## src/rtl/comparator_ctrl_pkg.sv

```systemverilog
package comparator_ctrl_pkg;

  // Register indices as printed; byte address is four times the index.
  localparam logic [7:0]  CMP_CTRL_INDEX     = 8'h50;
  localparam logic [7:0]  CONV_CTRL_B_INDEX  = 8'h7b;
  localparam logic [7:0]  BUF_DISABLE_INDEX  = 8'h60;
  localparam logic [7:0]  CONV_LINK_INDEX    = 8'h61;
  localparam logic [7:0]  PIN_STATE_INDEX    = 8'h62;
  localparam logic [7:0]  IRQ_STATUS_INDEX   = 8'h63;
  localparam logic [7:0]  IRQ_MASK_INDEX     = 8'h64;

  localparam logic [11:0] CMP_CTRL_ADDR      = {2'h0, CMP_CTRL_INDEX, 2'h0};
  localparam logic [11:0] CONV_CTRL_B_ADDR   = {2'h0, CONV_CTRL_B_INDEX, 2'h0};
  localparam logic [11:0] BUF_DISABLE_ADDR   = {2'h0, BUF_DISABLE_INDEX, 2'h0};
  localparam logic [11:0] CONV_LINK_ADDR     = {2'h0, CONV_LINK_INDEX, 2'h0};
  localparam logic [11:0] PIN_STATE_ADDR     = {2'h0, PIN_STATE_INDEX, 2'h0};
  localparam logic [11:0] IRQ_STATUS_ADDR    = {2'h0, IRQ_STATUS_INDEX, 2'h0};
  localparam logic [11:0] IRQ_MASK_ADDR      = {2'h0, IRQ_MASK_INDEX, 2'h0};

  // Field positions in the comparator control and status register.
  localparam int POWER_OFF_BIT     = 7;
  localparam int REF_SELECT_BIT    = 6;
  localparam int RESULT_BIT        = 5;
  localparam int EVENT_FLAG_BIT    = 4;
  localparam int IRQ_ENABLE_BIT    = 3;
  localparam int CAPTURE_ROUTE_BIT = 2;
  localparam int IRQ_MODE_LSB      = 0;

  // Field positions in the converter control B register.
  localparam int NEG_MUX_ENABLE_BIT = 6;
  localparam int TRIG_SOURCE_LSB    = 0;

  // Field positions in the converter link register.
  localparam int CONV_ENABLE_BIT    = 7;
  localparam int CHAN_SELECT_LSB    = 0;

  // Interrupt status and mask bits.
  localparam int IRQ_EVENT_BIT      = 0;
  localparam int IRQ_CHANGE_BIT     = 1;

  // Interrupt mode codes.
  localparam logic [1:0] MODE_TOGGLE   = 2'h0;
  localparam logic [1:0] MODE_RESERVED = 2'h1;
  localparam logic [1:0] MODE_FALLING  = 2'h2;
  localparam logic [1:0] MODE_RISING   = 2'h3;

  // Values after reset.
  localparam logic [1:0] IRQ_MODE_RESET    = 2'h0;
  localparam logic [2:0] TRIG_SOURCE_RESET = 3'h0;
  localparam logic [2:0] CHAN_SELECT_RESET = 3'h0;
  localparam logic [1:0] BUF_OFF_RESET     = 2'h0;
  localparam logic [1:0] IRQ_MASK_RESET    = 2'h0;

  // Synchroniser: comparator output plus the two pin levels.
  localparam int SYNC_WIDTH = 3;

endpackage

```

## src/rtl/bit_sync.sv

```systemverilog
module bit_sync (
  input  wire logic                                   mclk,
  input  wire logic                                   reset,
  input  wire logic [comparator_ctrl_pkg::SYNC_WIDTH-1:0] asyncIn,
  output logic      [comparator_ctrl_pkg::SYNC_WIDTH-1:0] syncOut
);

  typedef struct packed {
    logic [comparator_ctrl_pkg::SYNC_WIDTH-1:0] stage1;
    logic [comparator_ctrl_pkg::SYNC_WIDTH-1:0] stage2;
  } sync_type;

  sync_type s;
  sync_type next_s;

  // The first stage feeds only the second stage.
  always_comb begin
    next_s.stage1 = asyncIn;
    next_s.stage2 = s.stage1;
  end

  always_ff @(posedge mclk or posedge reset) begin
    if (reset) begin
      s <= '0;
    end else begin
      s <= next_s;
    end
  end

  assign syncOut = s.stage2;

endmodule

```

## src/rtl/comparator_ctrl_irq.sv

```systemverilog
// Overview of operation
// Result bit high when positive exceeds negative.
// Raw comparator output synchronised, one-two cycles.
// Mux on, converter off: channel picks pin.
// Otherwise dedicated negative pin is used.
// Power-off bit removes comparator power; resets zero.
// Reference select chooses bandgap or positive pin.
// Chosen edge on result sets event flag.
// Mode: toggle, reserved, falling, rising.
// Flag clears on vector or written one.
// Request while flag, enable, global enable.
// Capture route feeds result to timer capture.
// Software disables interrupt before mode/power changes.
// Buffer disable forces pin-state bit zero.
// Software keeps converter power-reduction bit zero.
// Software waits for bandgap settling.
// Block only supplies the capture trigger.
// Converter enable off frees the multiplexer.
// Edges compare result with previous cycle.
module comparator_ctrl_irq (
  input  wire logic        mclk,
  input  wire logic        reset,
  input  wire logic        psel,
  input  wire logic        penable,
  input  wire logic        pwrite,
  input  wire logic [11:0] paddr,
  input  wire logic [31:0] pwdata,
  input  wire logic [3:0]  pstrb,
  output logic      [31:0] prdata,
  output logic             pready,
  output logic             pslverr,
  input  wire logic        cmpRaw,
  input  wire logic [1:0]  pinLevel,
  input  wire logic        globalIrqEnable,
  input  wire logic        vectorTaken,
  output logic             cmpPowerOff,
  output logic             posUseBandgap,
  output logic             negUseMux,
  output logic      [2:0]  negMuxChannel,
  output logic             convEnable,
  output logic      [2:0]  trigSource,
  output logic             captureTrigger,
  output logic      [1:0]  pinBufferOff,
  output logic      [1:0]  pinState,
  output logic             cmpIrq,
  output logic             irq
);

  typedef struct packed {
    logic        powerOff;
    logic        refSelect;
    logic        eventFlag;
    logic        irqEnable;
    logic        captureRoute;
    logic [1:0]  irqMode;
    logic        negMuxEnable;
    logic [2:0]  trigSource;
    logic [1:0]  bufferOff;
    logic        convEnable;
    logic [2:0]  chanSelect;
    logic [1:0]  irqStatus;
    logic [1:0]  irqMask;
    logic        prevResult;
    logic [31:0] readData;
  } state_type;

  state_type                                s;
  state_type                                next_s;
  logic [comparator_ctrl_pkg::SYNC_WIDTH-1:0] syncBits;
  logic                                     result;
  logic [1:0]                               pinSynced;
  logic                                     rose;
  logic                                     fell;
  logic                                     cmpEvent;
  logic                                     setupPhase;
  logic                                     accessPhase;
  logic                                     writeEn;
  logic                                     mapped;
  logic                                     flagClear;
  logic                                     statusRead;

  bit_sync syncInst (
    .mclk    (mclk),
    .reset   (reset),
    .asyncIn ({pinLevel, cmpRaw}),
    .syncOut (syncBits)
  );

  assign result    = syncBits[0];
  assign pinSynced = syncBits[2:1];

  assign setupPhase  = psel & ~penable;
  assign accessPhase = psel & penable;
  assign writeEn     = accessPhase & pwrite & pstrb[0];

  always_comb begin
    unique case (paddr)
      comparator_ctrl_pkg::CMP_CTRL_ADDR,
      comparator_ctrl_pkg::CONV_CTRL_B_ADDR,
      comparator_ctrl_pkg::BUF_DISABLE_ADDR,
      comparator_ctrl_pkg::CONV_LINK_ADDR,
      comparator_ctrl_pkg::PIN_STATE_ADDR,
      comparator_ctrl_pkg::IRQ_STATUS_ADDR,
      comparator_ctrl_pkg::IRQ_MASK_ADDR: mapped = 1'b1;
      default: mapped = 1'b0;
    endcase
  end

  // Edge detection against the previous cycle's result.
  assign rose = result & ~s.prevResult;
  assign fell = ~result & s.prevResult;

  always_comb begin
    unique case (s.irqMode)
      comparator_ctrl_pkg::MODE_TOGGLE:   cmpEvent = rose | fell;
      comparator_ctrl_pkg::MODE_RESERVED: cmpEvent = 1'b0;
      comparator_ctrl_pkg::MODE_FALLING:  cmpEvent = fell;
      comparator_ctrl_pkg::MODE_RISING:   cmpEvent = rose;
    endcase
  end

  assign flagClear  = vectorTaken | (writeEn && paddr == comparator_ctrl_pkg::CMP_CTRL_ADDR
                      && pwdata[comparator_ctrl_pkg::EVENT_FLAG_BIT]);
  assign statusRead = accessPhase & ~pwrite & (paddr == comparator_ctrl_pkg::IRQ_STATUS_ADDR);

  always_comb begin
    next_s            = s;
    next_s.prevResult = result;
    // A new event wins over a clear in the same cycle.
    next_s.eventFlag  = (s.eventFlag & ~flagClear) | cmpEvent;
    next_s.irqStatus  = (s.irqStatus & ~{2{statusRead}}) | {rose | fell, cmpEvent};
    if (writeEn) begin
      unique case (paddr)
        comparator_ctrl_pkg::CMP_CTRL_ADDR: begin
          next_s.powerOff     = pwdata[comparator_ctrl_pkg::POWER_OFF_BIT];
          next_s.refSelect    = pwdata[comparator_ctrl_pkg::REF_SELECT_BIT];
          next_s.irqEnable    = pwdata[comparator_ctrl_pkg::IRQ_ENABLE_BIT];
          next_s.captureRoute = pwdata[comparator_ctrl_pkg::CAPTURE_ROUTE_BIT];
          next_s.irqMode      = pwdata[comparator_ctrl_pkg::IRQ_MODE_LSB +: 2];
        end
        comparator_ctrl_pkg::CONV_CTRL_B_ADDR: begin
          next_s.negMuxEnable = pwdata[comparator_ctrl_pkg::NEG_MUX_ENABLE_BIT];
          next_s.trigSource   = pwdata[comparator_ctrl_pkg::TRIG_SOURCE_LSB +: 3];
        end
        comparator_ctrl_pkg::BUF_DISABLE_ADDR: begin
          next_s.bufferOff = pwdata[1:0];
        end
        comparator_ctrl_pkg::CONV_LINK_ADDR: begin
          next_s.convEnable = pwdata[comparator_ctrl_pkg::CONV_ENABLE_BIT];
          next_s.chanSelect = pwdata[comparator_ctrl_pkg::CHAN_SELECT_LSB +: 3];
        end
        comparator_ctrl_pkg::IRQ_MASK_ADDR: begin
          next_s.irqMask = pwdata[1:0];
        end
        default: begin
        end
      endcase
    end
    // Read data is captured in the setup cycle and held through the access.
    if (setupPhase) begin
      next_s.readData = 32'h0;
      unique case (paddr)
        comparator_ctrl_pkg::CMP_CTRL_ADDR: begin
          next_s.readData[7:0] = {s.powerOff, s.refSelect, result, s.eventFlag,
                                  s.irqEnable, s.captureRoute, s.irqMode};
        end
        comparator_ctrl_pkg::CONV_CTRL_B_ADDR: begin
          next_s.readData[7:0] = {1'b0, s.negMuxEnable, 3'h0, s.trigSource};
        end
        comparator_ctrl_pkg::BUF_DISABLE_ADDR: begin
          next_s.readData[1:0] = s.bufferOff;
        end
        comparator_ctrl_pkg::CONV_LINK_ADDR: begin
          next_s.readData[7:0] = {s.convEnable, 4'h0, s.chanSelect};
        end
        comparator_ctrl_pkg::PIN_STATE_ADDR: begin
          next_s.readData[1:0] = pinState;
        end
        comparator_ctrl_pkg::IRQ_STATUS_ADDR: begin
          // Events sampled at the setup edge are read too, so the clear cannot lose them.
          next_s.readData[1:0] = s.irqStatus | {rose | fell, cmpEvent};
        end
        comparator_ctrl_pkg::IRQ_MASK_ADDR: begin
          next_s.readData[1:0] = s.irqMask;
        end
        default: begin
        end
      endcase
    end
  end

  always_ff @(posedge mclk or posedge reset) begin
    if (reset) begin
      s            <= '0;
      s.irqMode    <= comparator_ctrl_pkg::IRQ_MODE_RESET;
      s.trigSource <= comparator_ctrl_pkg::TRIG_SOURCE_RESET;
      s.chanSelect <= comparator_ctrl_pkg::CHAN_SELECT_RESET;
      s.bufferOff  <= comparator_ctrl_pkg::BUF_OFF_RESET;
      s.irqMask    <= comparator_ctrl_pkg::IRQ_MASK_RESET;
    end else begin
      s <= next_s;
    end
  end

  assign prdata  = s.readData;
  assign pready  = 1'b1;
  assign pslverr = accessPhase & ~mapped;

  assign cmpPowerOff    = s.powerOff;
  assign posUseBandgap  = s.refSelect;
  assign negUseMux      = s.negMuxEnable & ~s.convEnable;
  assign negMuxChannel  = s.chanSelect;
  assign convEnable     = s.convEnable;
  assign trigSource     = s.trigSource;
  // Only the trigger leaves here; the timer applies its own capture enable.
  assign captureTrigger = s.captureRoute & result;
  assign pinBufferOff   = s.bufferOff;
  assign pinState       = pinSynced & ~s.bufferOff;
  assign cmpIrq         = s.eventFlag & s.irqEnable & globalIrqEnable;
  assign irq            = |(s.irqStatus & s.irqMask);

  resultSync_a : assert property (@(posedge mclk) disable iff (reset)
    (!$past(reset, 1) && !$past(reset, 2)) |-> result == $past(cmpRaw, 2))
    else $error("result does not follow raw comparator after two edges");

  negMux_a : assert property (@(posedge mclk) disable iff (reset)
    (s.negMuxEnable && !s.convEnable) |-> (negUseMux && negMuxChannel == s.chanSelect))
    else $error("negative mux not selected while enabled and converter off");

  negPin_a : assert property (@(posedge mclk) disable iff (reset)
    (!s.negMuxEnable || s.convEnable) |-> !negUseMux)
    else $error("negative mux used while disabled or converter on");

  powerOff_a : assert property (@(posedge mclk) disable iff (reset)
    (writeEn && paddr == comparator_ctrl_pkg::CMP_CTRL_ADDR) |=>
      cmpPowerOff == $past(pwdata[comparator_ctrl_pkg::POWER_OFF_BIT]))
    else $error("power-off output does not follow written bit");

  refSel_a : assert property (@(posedge mclk) disable iff (reset)
    (writeEn && paddr == comparator_ctrl_pkg::CMP_CTRL_ADDR) |=>
      posUseBandgap == $past(pwdata[comparator_ctrl_pkg::REF_SELECT_BIT]))
    else $error("reference select output does not follow written bit");

  risingSet_a : assert property (@(posedge mclk) disable iff (reset)
    (s.irqMode == comparator_ctrl_pkg::MODE_RISING && rose) |=> s.eventFlag)
    else $error("rising edge did not set event flag");

  fallingSet_a : assert property (@(posedge mclk) disable iff (reset)
    (s.irqMode == comparator_ctrl_pkg::MODE_FALLING && rose && !s.eventFlag) |=> !s.eventFlag)
    else $error("rising edge set flag in falling mode");

  reservedMode_a : assert property (@(posedge mclk) disable iff (reset)
    (s.irqMode == comparator_ctrl_pkg::MODE_RESERVED && !s.eventFlag) |=> !s.eventFlag)
    else $error("event flag set in reserved mode");

  flagClear_a : assert property (@(posedge mclk) disable iff (reset)
    (vectorTaken && !cmpEvent) |=> !s.eventFlag)
    else $error("event flag not cleared by vector");

  flagKeep_a : assert property (@(posedge mclk) disable iff (reset)
    (s.eventFlag && !vectorTaken && writeEn && paddr == comparator_ctrl_pkg::CMP_CTRL_ADDR
     && !pwdata[comparator_ctrl_pkg::EVENT_FLAG_BIT]) |=> s.eventFlag)
    else $error("writing zero cleared event flag");

  irqLine_a : assert property (@(posedge mclk) disable iff (reset)
    ($rose(s.eventFlag) && s.irqEnable && globalIrqEnable) |-> cmpIrq)
    else $error("interrupt request missing after event");

  capture_a : assert property (@(posedge mclk) disable iff (reset)
    (captureTrigger == (s.captureRoute && syncBits[0])) and (!s.captureRoute |-> !captureTrigger))
    else $error("capture trigger does not follow route and result");

  pinState_a : assert property (@(posedge mclk) disable iff (reset)
    $rose(s.bufferOff[0]) |-> ##[0:2] (pinState[0] == 1'b0))
    else $error("pin state not forced low with buffer off");

  edgeOnce_a : assert property (@(posedge mclk) disable iff (reset)
    (rose || fell) |-> result != $past(result))
    else $error("edge reported without result change");

  risingEvent_c : cover property (@(posedge mclk) disable iff (reset)
    s.irqMode == comparator_ctrl_pkg::MODE_RISING && rose ##1 s.eventFlag);

  toggleEvent_c : cover property (@(posedge mclk) disable iff (reset)
    s.irqMode == comparator_ctrl_pkg::MODE_TOGGLE && fell ##1 cmpIrq);

  captureActive_c : cover property (@(posedge mclk) disable iff (reset)
    $rose(captureTrigger));

  muxChannel_c : cover property (@(posedge mclk) disable iff (reset)
    negUseMux && negMuxChannel == 3'h7);

endmodule

```

## config.mk

```make
export PLATFORM = sky130hd
export DESIGN_NAME = comparator_ctrl_irq
export DESIGN_NICKNAME = d
export VERILOG_FILES = /design/src/rtl/comparator_ctrl_pkg.sv /design/src/rtl/bit_sync.sv /design/src/rtl/comparator_ctrl_irq.sv
export SDC_FILE = /design/constraint.sdc
export NUM_CORES = 1
export LEC_CHECK = 0
export BUFFER_PORTS_ARGS = -buffer_cell sky130_fd_sc_hd__buf_2
export CAP_MARGIN = 0
export CORE_MARGIN = 4
export CORE_UTILIZATION = 30
export CTS_CLUSTER_SIZE = 24
export DETAILED_ROUTE_END_ITERATION = 6
export HOLD_SLACK_MARGIN = 0.03
export PLACE_DENSITY = 0.55
export SYNTH_ARGS = -nofsm -noshare
export SYNTH_HDL_FRONTEND = slang
export SYNTH_SLANG_ARGS = --single-unit
```

## constraint.sdc

```tcl
create_clock -name mclk -period 3.56 [get_ports mclk]
set_input_delay 0.178 -clock mclk [delete_from_list [all_inputs] [get_ports mclk]]
set_output_delay 0.178 -clock mclk [all_outputs]
set_load 0.02 [all_outputs]
```

**Word-level counts from Yosys, hierarchy flattened**

Index checks and enable logic that the tools add are counted.

- Register bits after elaboration: 36
- Input port bits: 58
- Output and inout bits: 51
- Word-level logic and storage cells: 72

- Eq/ne operators: 10
- Muxes and demuxes: 4
- Bitwise gates (word level): 31
- Reduce and logical (&&, ||, !) cells: 10

Operator list:

| kind | number |
|---|---|
| $eq A12 B9 Y1 const B | 7 |
| $pmux W6 S3 | 1 |
| $and A1 B1 Y1 | 14 |
| $pmux W2 S7 | 1 |
| $reduce_and A2 Y1 | 5 |
| $not A1 Y1 | 7 |
| $reduce_or A7 Y1 | 1 |
| $and A2 B2 Y2 | 3 |
| $eq A2 B2 Y1 const B | 2 |
| $not A2 Y2 | 2 |
| $or A2 B2 Y2 | 2 |
| $pmux W1 S4 | 1 |
| $or A1 B1 Y1 | 3 |
| $eq A2 B1 Y1 const B | 1 |
| $logic_and A1 B1 Y1 | 2 |
| $logic_not A2 Y1 | 1 |
| $reduce_or A2 Y1 | 1 |
| $mux W1 | 1 |

**Logic depth before layout (Yosys ltp)**

- Depth in word-level cells: 9
- Gate-level depth with buffers: 8
- Gate-level depth less buffers: 7

**Hierarchy**

From an unflattened synthesis, not the netlist that was laid out.

- Cell total of the unflattened synthesis: 202
- Area total of the unflattened synthesis: 2075.7 µm²

Modules (own cells, without submodules):

| module | times used | cells each | area each (µm²) | sequential area each (µm²) |
|---|---|---|---|---|
| comparator_ctrl_irq | 1 | 195 | 1921.8 | 750.7 |
| bit_sync | 1 | 7 | 153.9 | 150.1 |

**Worst setup path before layout**

OpenSTA, ideal clock, no wires.

- Path kind: input -> register
- Start point: input paddr[2]
- End point: register s, in the netlist cmpPowerOff
- Library setup time: 0.125 ns
- Arrival time: 1.504 ns
- Required time: 3.435 ns
- Slack: 1.931 ns
- Stages on the path: 7
- Path buffers: 3
- Cells stage by stage: clkbuf_2 -> nor4_4 -> and4b_1 -> buf_6 -> and2_4 -> buf_6 -> mux2_2

- Cells in the longest elaborated chain, start to end: 2

Ends and longest elaborated chain:

| what | RTL line | text |
|---|---|---|
| from (decl) | comparator_ctrl_irq.sv:26 | `input wire logic [11:0] paddr,` |
| $eq A12 B9 Y1 | comparator_ctrl_irq.sv:133 | `unique case (paddr)` |
| $reduce_and A2 Y1 (no source line) | n/a |  |
| to (signal assigned) | comparator_ctrl_irq.sv:201 | `s <= next_s;` |
| to (decl) | comparator_ctrl_irq.sv:67 | `state_type s;` |

No other way between the ends.
A chain may end at the register's enable or synchronous reset.

**Worst setup path after layout**

- Start point: register syncInst.s, in the netlist syncInst.syncOut[0]
- End point: register s, in the netlist prdata[0]

- Cells in the longest elaborated chain, start to end: 6
- Elaborated cells between the ends (all ways): 7
- Those cells by class: mux: 2; bitwise: 5

Ends and longest elaborated chain:

| what | RTL line | text |
|---|---|---|
| from (decl) | bit_sync.sv:13 | `sync_type s;` |
| from (signal assigned) | bit_sync.sv:26 | `s <= next_s;` |
| $not A1 Y1 | comparator_ctrl_irq.sv:111 | `assign fell = ~result & s.prevResult;` |
| $and A1 B1 Y1 | comparator_ctrl_irq.sv:111 |  |
| $or A1 B1 Y1 | comparator_ctrl_irq.sv:115 | `comparator_ctrl_pkg::MODE_TOGGLE: cmpEvent = rose \| fell;` |
| $pmux W1 S4 * | comparator_ctrl_irq.sv:114 | `unique case (s.irqMode)` |
| $or A2 B2 Y2 * | comparator_ctrl_irq.sv:181 | `next_s.readData[1:0] = s.irqStatus \| {rose \| fell, cmpEvent};` |
| $pmux W2 S7 * | comparator_ctrl_irq.sv:162 | `unique case (paddr)` |

Mark *: on every way between the ends. The rest lies on a longest branch, timed or not.

==> metrics list <==
* Proportion of synthesized chip area in sequential cells: 42.6%
- Global Route Usage Sum: 11.0%
- After detailed routing, the number of vias per cell comes to 4.29.
* Top cell type's share of synthesized area: 42.6%
- At the end of the flow, the number of nets in the layout was 296.
* Number of DRC markers after the initial detailed-route iteration: 64
- The worst setup path is launched from a register.
* Number of global-route vias before repair: 1,381
- Critical path type: register to register
* Maximum ir drop on the vdd rail: 0.167 mV
- STA puts the critical path data arrival time at between 1.5 and 2 ns.
* Unique cell type count in the Yosys netlist: 46
- The initial antenna violation count came to 0.
* Ratio of final minimum period to clock period: 49.7%
- In the post-synthesis netlist, the biggest area contributors are sky130_fd_sc_hd__dfrtp_1, sky130_fd_sc_hd__buf_4, sky130_fd_sc_hd__mux2_2, sky130_fd_sc_hd__o21ai_0, sky130_fd_sc_hd__nand2_1.
- Number of DRC violations after detailed routing: 0
* Number of buffers created by CTS: 5
* Final weighted congestion in routability-driven placement: 0.797
* First-pass GRT wire length: 7120 um
* Share of cells above drive strength 1: 40.5%
* Min-delay worst type: primary input to register
* Clock Root Buffer: sky130_fd_sc_hd__clkbuf_8
* Measured slew at the worst slew-check pin: roughly 0.64 ns
- The mapped netlist covers 2110 um^2.
- In this run the number of H-tree levels came out at 2.
- In this run the tightest slew margin relative to its limit is ~56%.
* Synthesized flop and latch total: 36
- Max-cap violations in this run came to 0.
- For this run the aggregate overflow at the end of global routing stands at 0.
- 1st-pass router iterations: 4
- In the synthesized netlist, the number of instances is 192.
- Row generation in the floorplan step produced 30 rows.
- The final layout contains routed wiring with a total length of ~4600 um.
- Time the final worst path needs with I/O delays and setup: ~1.8 ns
- Category of the worst setup path capture point: register
- PwrDens: roughly 340 nW/um^2
- I/O pin total: 109
- Synth Flop Type: sky130_fd_sc_hd__dfrtp_1
- The routed layout has 1,430 vias.
- Detail Placement HPWL: 3700 um
* Top cell types by occurrence after synthesis: sky130_fd_sc_hd__buf_4, sky130_fd_sc_hd__dfrtp_1, sky130_fd_sc_hd__mux2_2
- Async S/R FF share, synth: 100%
- Once the floorplan was initialized, standard cells occupied 30.9% of the core.
- For this run, the top clock speed supported by timing is about 570 MHz.
* CTS tree: done
* Crit Path Max Fanout: 5
- In this run the horizontal extent of the chip is 91.9 um.
- The region available for standard cell placement spans 6830 um^2.
* Avg Cell Area, Syn: about 11 um^2
* Library cell occupying the most area in the post-synthesis netlist: sky130_fd_sc_hd__dfrtp_1
- For the final database, setup skew stands at 0.00415 ns.
- Number of input and output port buffers inserted: 55
- Number of failing hold endpoints at the final stage: 0
- The longest clock path from root to sink contains 2 buffers.
- sky130_fd_sc_hd__buf_4 is the most common cell in the netlist.
* Overall die area: 8450 um^2
- Summed over all cells, the static leakage comes to 0.00121 uW.
- Worst endpoint required time: 3.73 ns
* Number of enable-type register cells in the synthesized netlist: 0
- Vertical extent of the die: 91.9 um
* Insertion delay to the later sink of the worst-skew pair: 0.28 ns
- The detail route stage leaves a number of antenna-violating nets equal to 0.
- Clock-pin slew was measured on the worst setup and hold paths at 0.07 ns.
- The count of pins over their slew limit was 0.
* Area growth, synth to finish: 13.3%
- The repair_antennas step left the layout with diodes totalling 0.
- The clock drives 36 sinks.
- After detailed routing, the average wire length per cell comes to 13.8 um.
- For the final routed database, the setup TNS stands at 0 ns.
- Outcome: finished clean
- Setup repair bufs after CTS: 0
- Design Power: slightly above 800 uW
* Pin count of the biggest net entering global routing: 37
* Synthesis Warnings: 0
- Post-CTS repair changed the size of 0 cells.
- Setup repair after global routing left no endpoint under its margin.
* Final setup fails: 0
[where the power goes]
group	total, uW	internal, uW	switching (uW)	leakage, uW
logic	94.5	29.2	65.2	0.000690
registers	417	414	3.04	0.000473
clock network	305	157	148	0.0000445
[cell usage in the layout, fill, tap and decap left out, types with 2 or more instances in the layout]
master,count
sky130_fd_sc_hd__inv_1,4
sky130_fd_sc_hd__and2_1,2
sky130_fd_sc_hd__dlygate4sd3_1,4
sky130_fd_sc_hd__a22o_1,2
sky130_fd_sc_hd__mux2i_1,2
sky130_fd_sc_hd__nand2_1,12
sky130_fd_sc_hd__a22oi_1,3
sky130_fd_sc_hd__mux2_2,20
sky130_fd_sc_hd__o21ai_0,10
sky130_fd_sc_hd__nor2_1,8
sky130_fd_sc_hd__nand3b_1,2
sky130_fd_sc_hd__nor2b_1,5
sky130_fd_sc_hd__a21oi_1,2
sky130_fd_sc_hd__a21o_1,2
sky130_fd_sc_hd__nor4_4,2
sky130_fd_sc_hd__nand2b_1,2
sky130_fd_sc_hd__o2bb2ai_1,2
sky130_fd_sc_hd__dfrtp_1,36
sky130_fd_sc_hd__clkbuf_8,6
sky130_fd_sc_hd__ha_1,2
sky130_fd_sc_hd__nand3_1,4
sky130_fd_sc_hd__conb_1,25
sky130_fd_sc_hd__buf_2,55
[state kept, by name, summed over array words and instances, names as in the netlist]
register,flops
s,11
prdata,8
negMuxChannel,3
syncInst.next_s,3
syncInst.syncOut,3
trigSource,3
pinBufferOff,2
cmpPowerOff,1
convEnable,1
posUseBandgap,1
[through the flow]
stage | instances | hold WS [ns] | instance area, um^2 | utilization [%] | setup slack [ns]
3_3_place_gp | 321 | 0.286 | 2260 | 33.1 | 1.70
4_1_cts | 333 | 0.110 | 2390 | 35.0 | 1.79
2_1_floorplan | 215 | 0.209 | 2200 | - | 1.93
5_1_grt | 333 | 0.105 | 2390 | 35.0 | 1.65
6_report | 333 | 0.117 | 2390 | 35.0 | 1.79
3_5_place_dp | 321 | 0.287 | 2260 | 33.1 | 1.71
[final timing paths]
check,cells after the start,slack (ns),from,end
max,7,1.79,syncInst.syncOut[0]$_DFF_PP0_,prdata[0]$_DFFE_PP0P_
min,2,0.12,pwdata[3],s[50]$_DFFE_PP0N_
max reg2reg,7,1.79,syncInst.syncOut[0]$_DFF_PP0_,prdata[0]$_DFFE_PP0P_
min reg2reg,0,0.35,syncInst.next_s[1]$_DFF_PP0_,syncInst.syncOut[1]$_DFF_PP0_
max in group asynchronous,4,2.70,reset,syncInst.syncOut[2]$_DFF_PP0_
min in group asynchronous,4,0.52,reset,syncInst.next_s[0]$_DFF_PP0_
[worst max-delay path, stage by stage (launching register included)]
cell                       delay [ns]
sky130_fd_sc_hd__dfrtp_1         0.43
sky130_fd_sc_hd__inv_1           0.06
sky130_fd_sc_hd__ha_1            0.17
sky130_fd_sc_hd__mux2_2          0.25
sky130_fd_sc_hd__a21o_1          0.22
sky130_fd_sc_hd__o21ai_0         0.17
sky130_fd_sc_hd__a21boi_0        0.11
sky130_fd_sc_hd__o31a_1          0.25
[cell families after synthesis]
family / Yosys count / share of synthesized area, %
other: 2 / 0.355
multiplexers: 22 / 11.6
AND/OR/NAND/NOR: 52 / 18.1
AO/OA/AOI/OAI: 28 / 9.24
adder cells (fa/ha/maj): 2 / 1.18
flip-flops: 36 / 42.6
buffers and inverters: 50 / 16.9
[what timing repair did]
action | CTS | global route
hold endpoints to repair | 39 | 0
setup endpoints to repair | 0 | 0
hold buffers | 4 | 0
[per-layer routing]
layer  up-vias  track usage (%)  part of all wire (%)
li1        690                -                     -
met1       684             13.7                    44
met2        52             17.8                    49
met3         4             2.46                   5.8
met4         0             5.20                   1.6
met5         -                0                     0
[area by class of cell]
class,count,area [um^2]
fillers,730,4440
inverters,4,15.0
clock inverters,1,7.51
well taps,96,120
clock buffers,7,86.3
flip-flops and latches,36,901
multi-input cells,129,941
repair buffers,60,323
No activity file was read; power rests on OpenSTA's default activity.
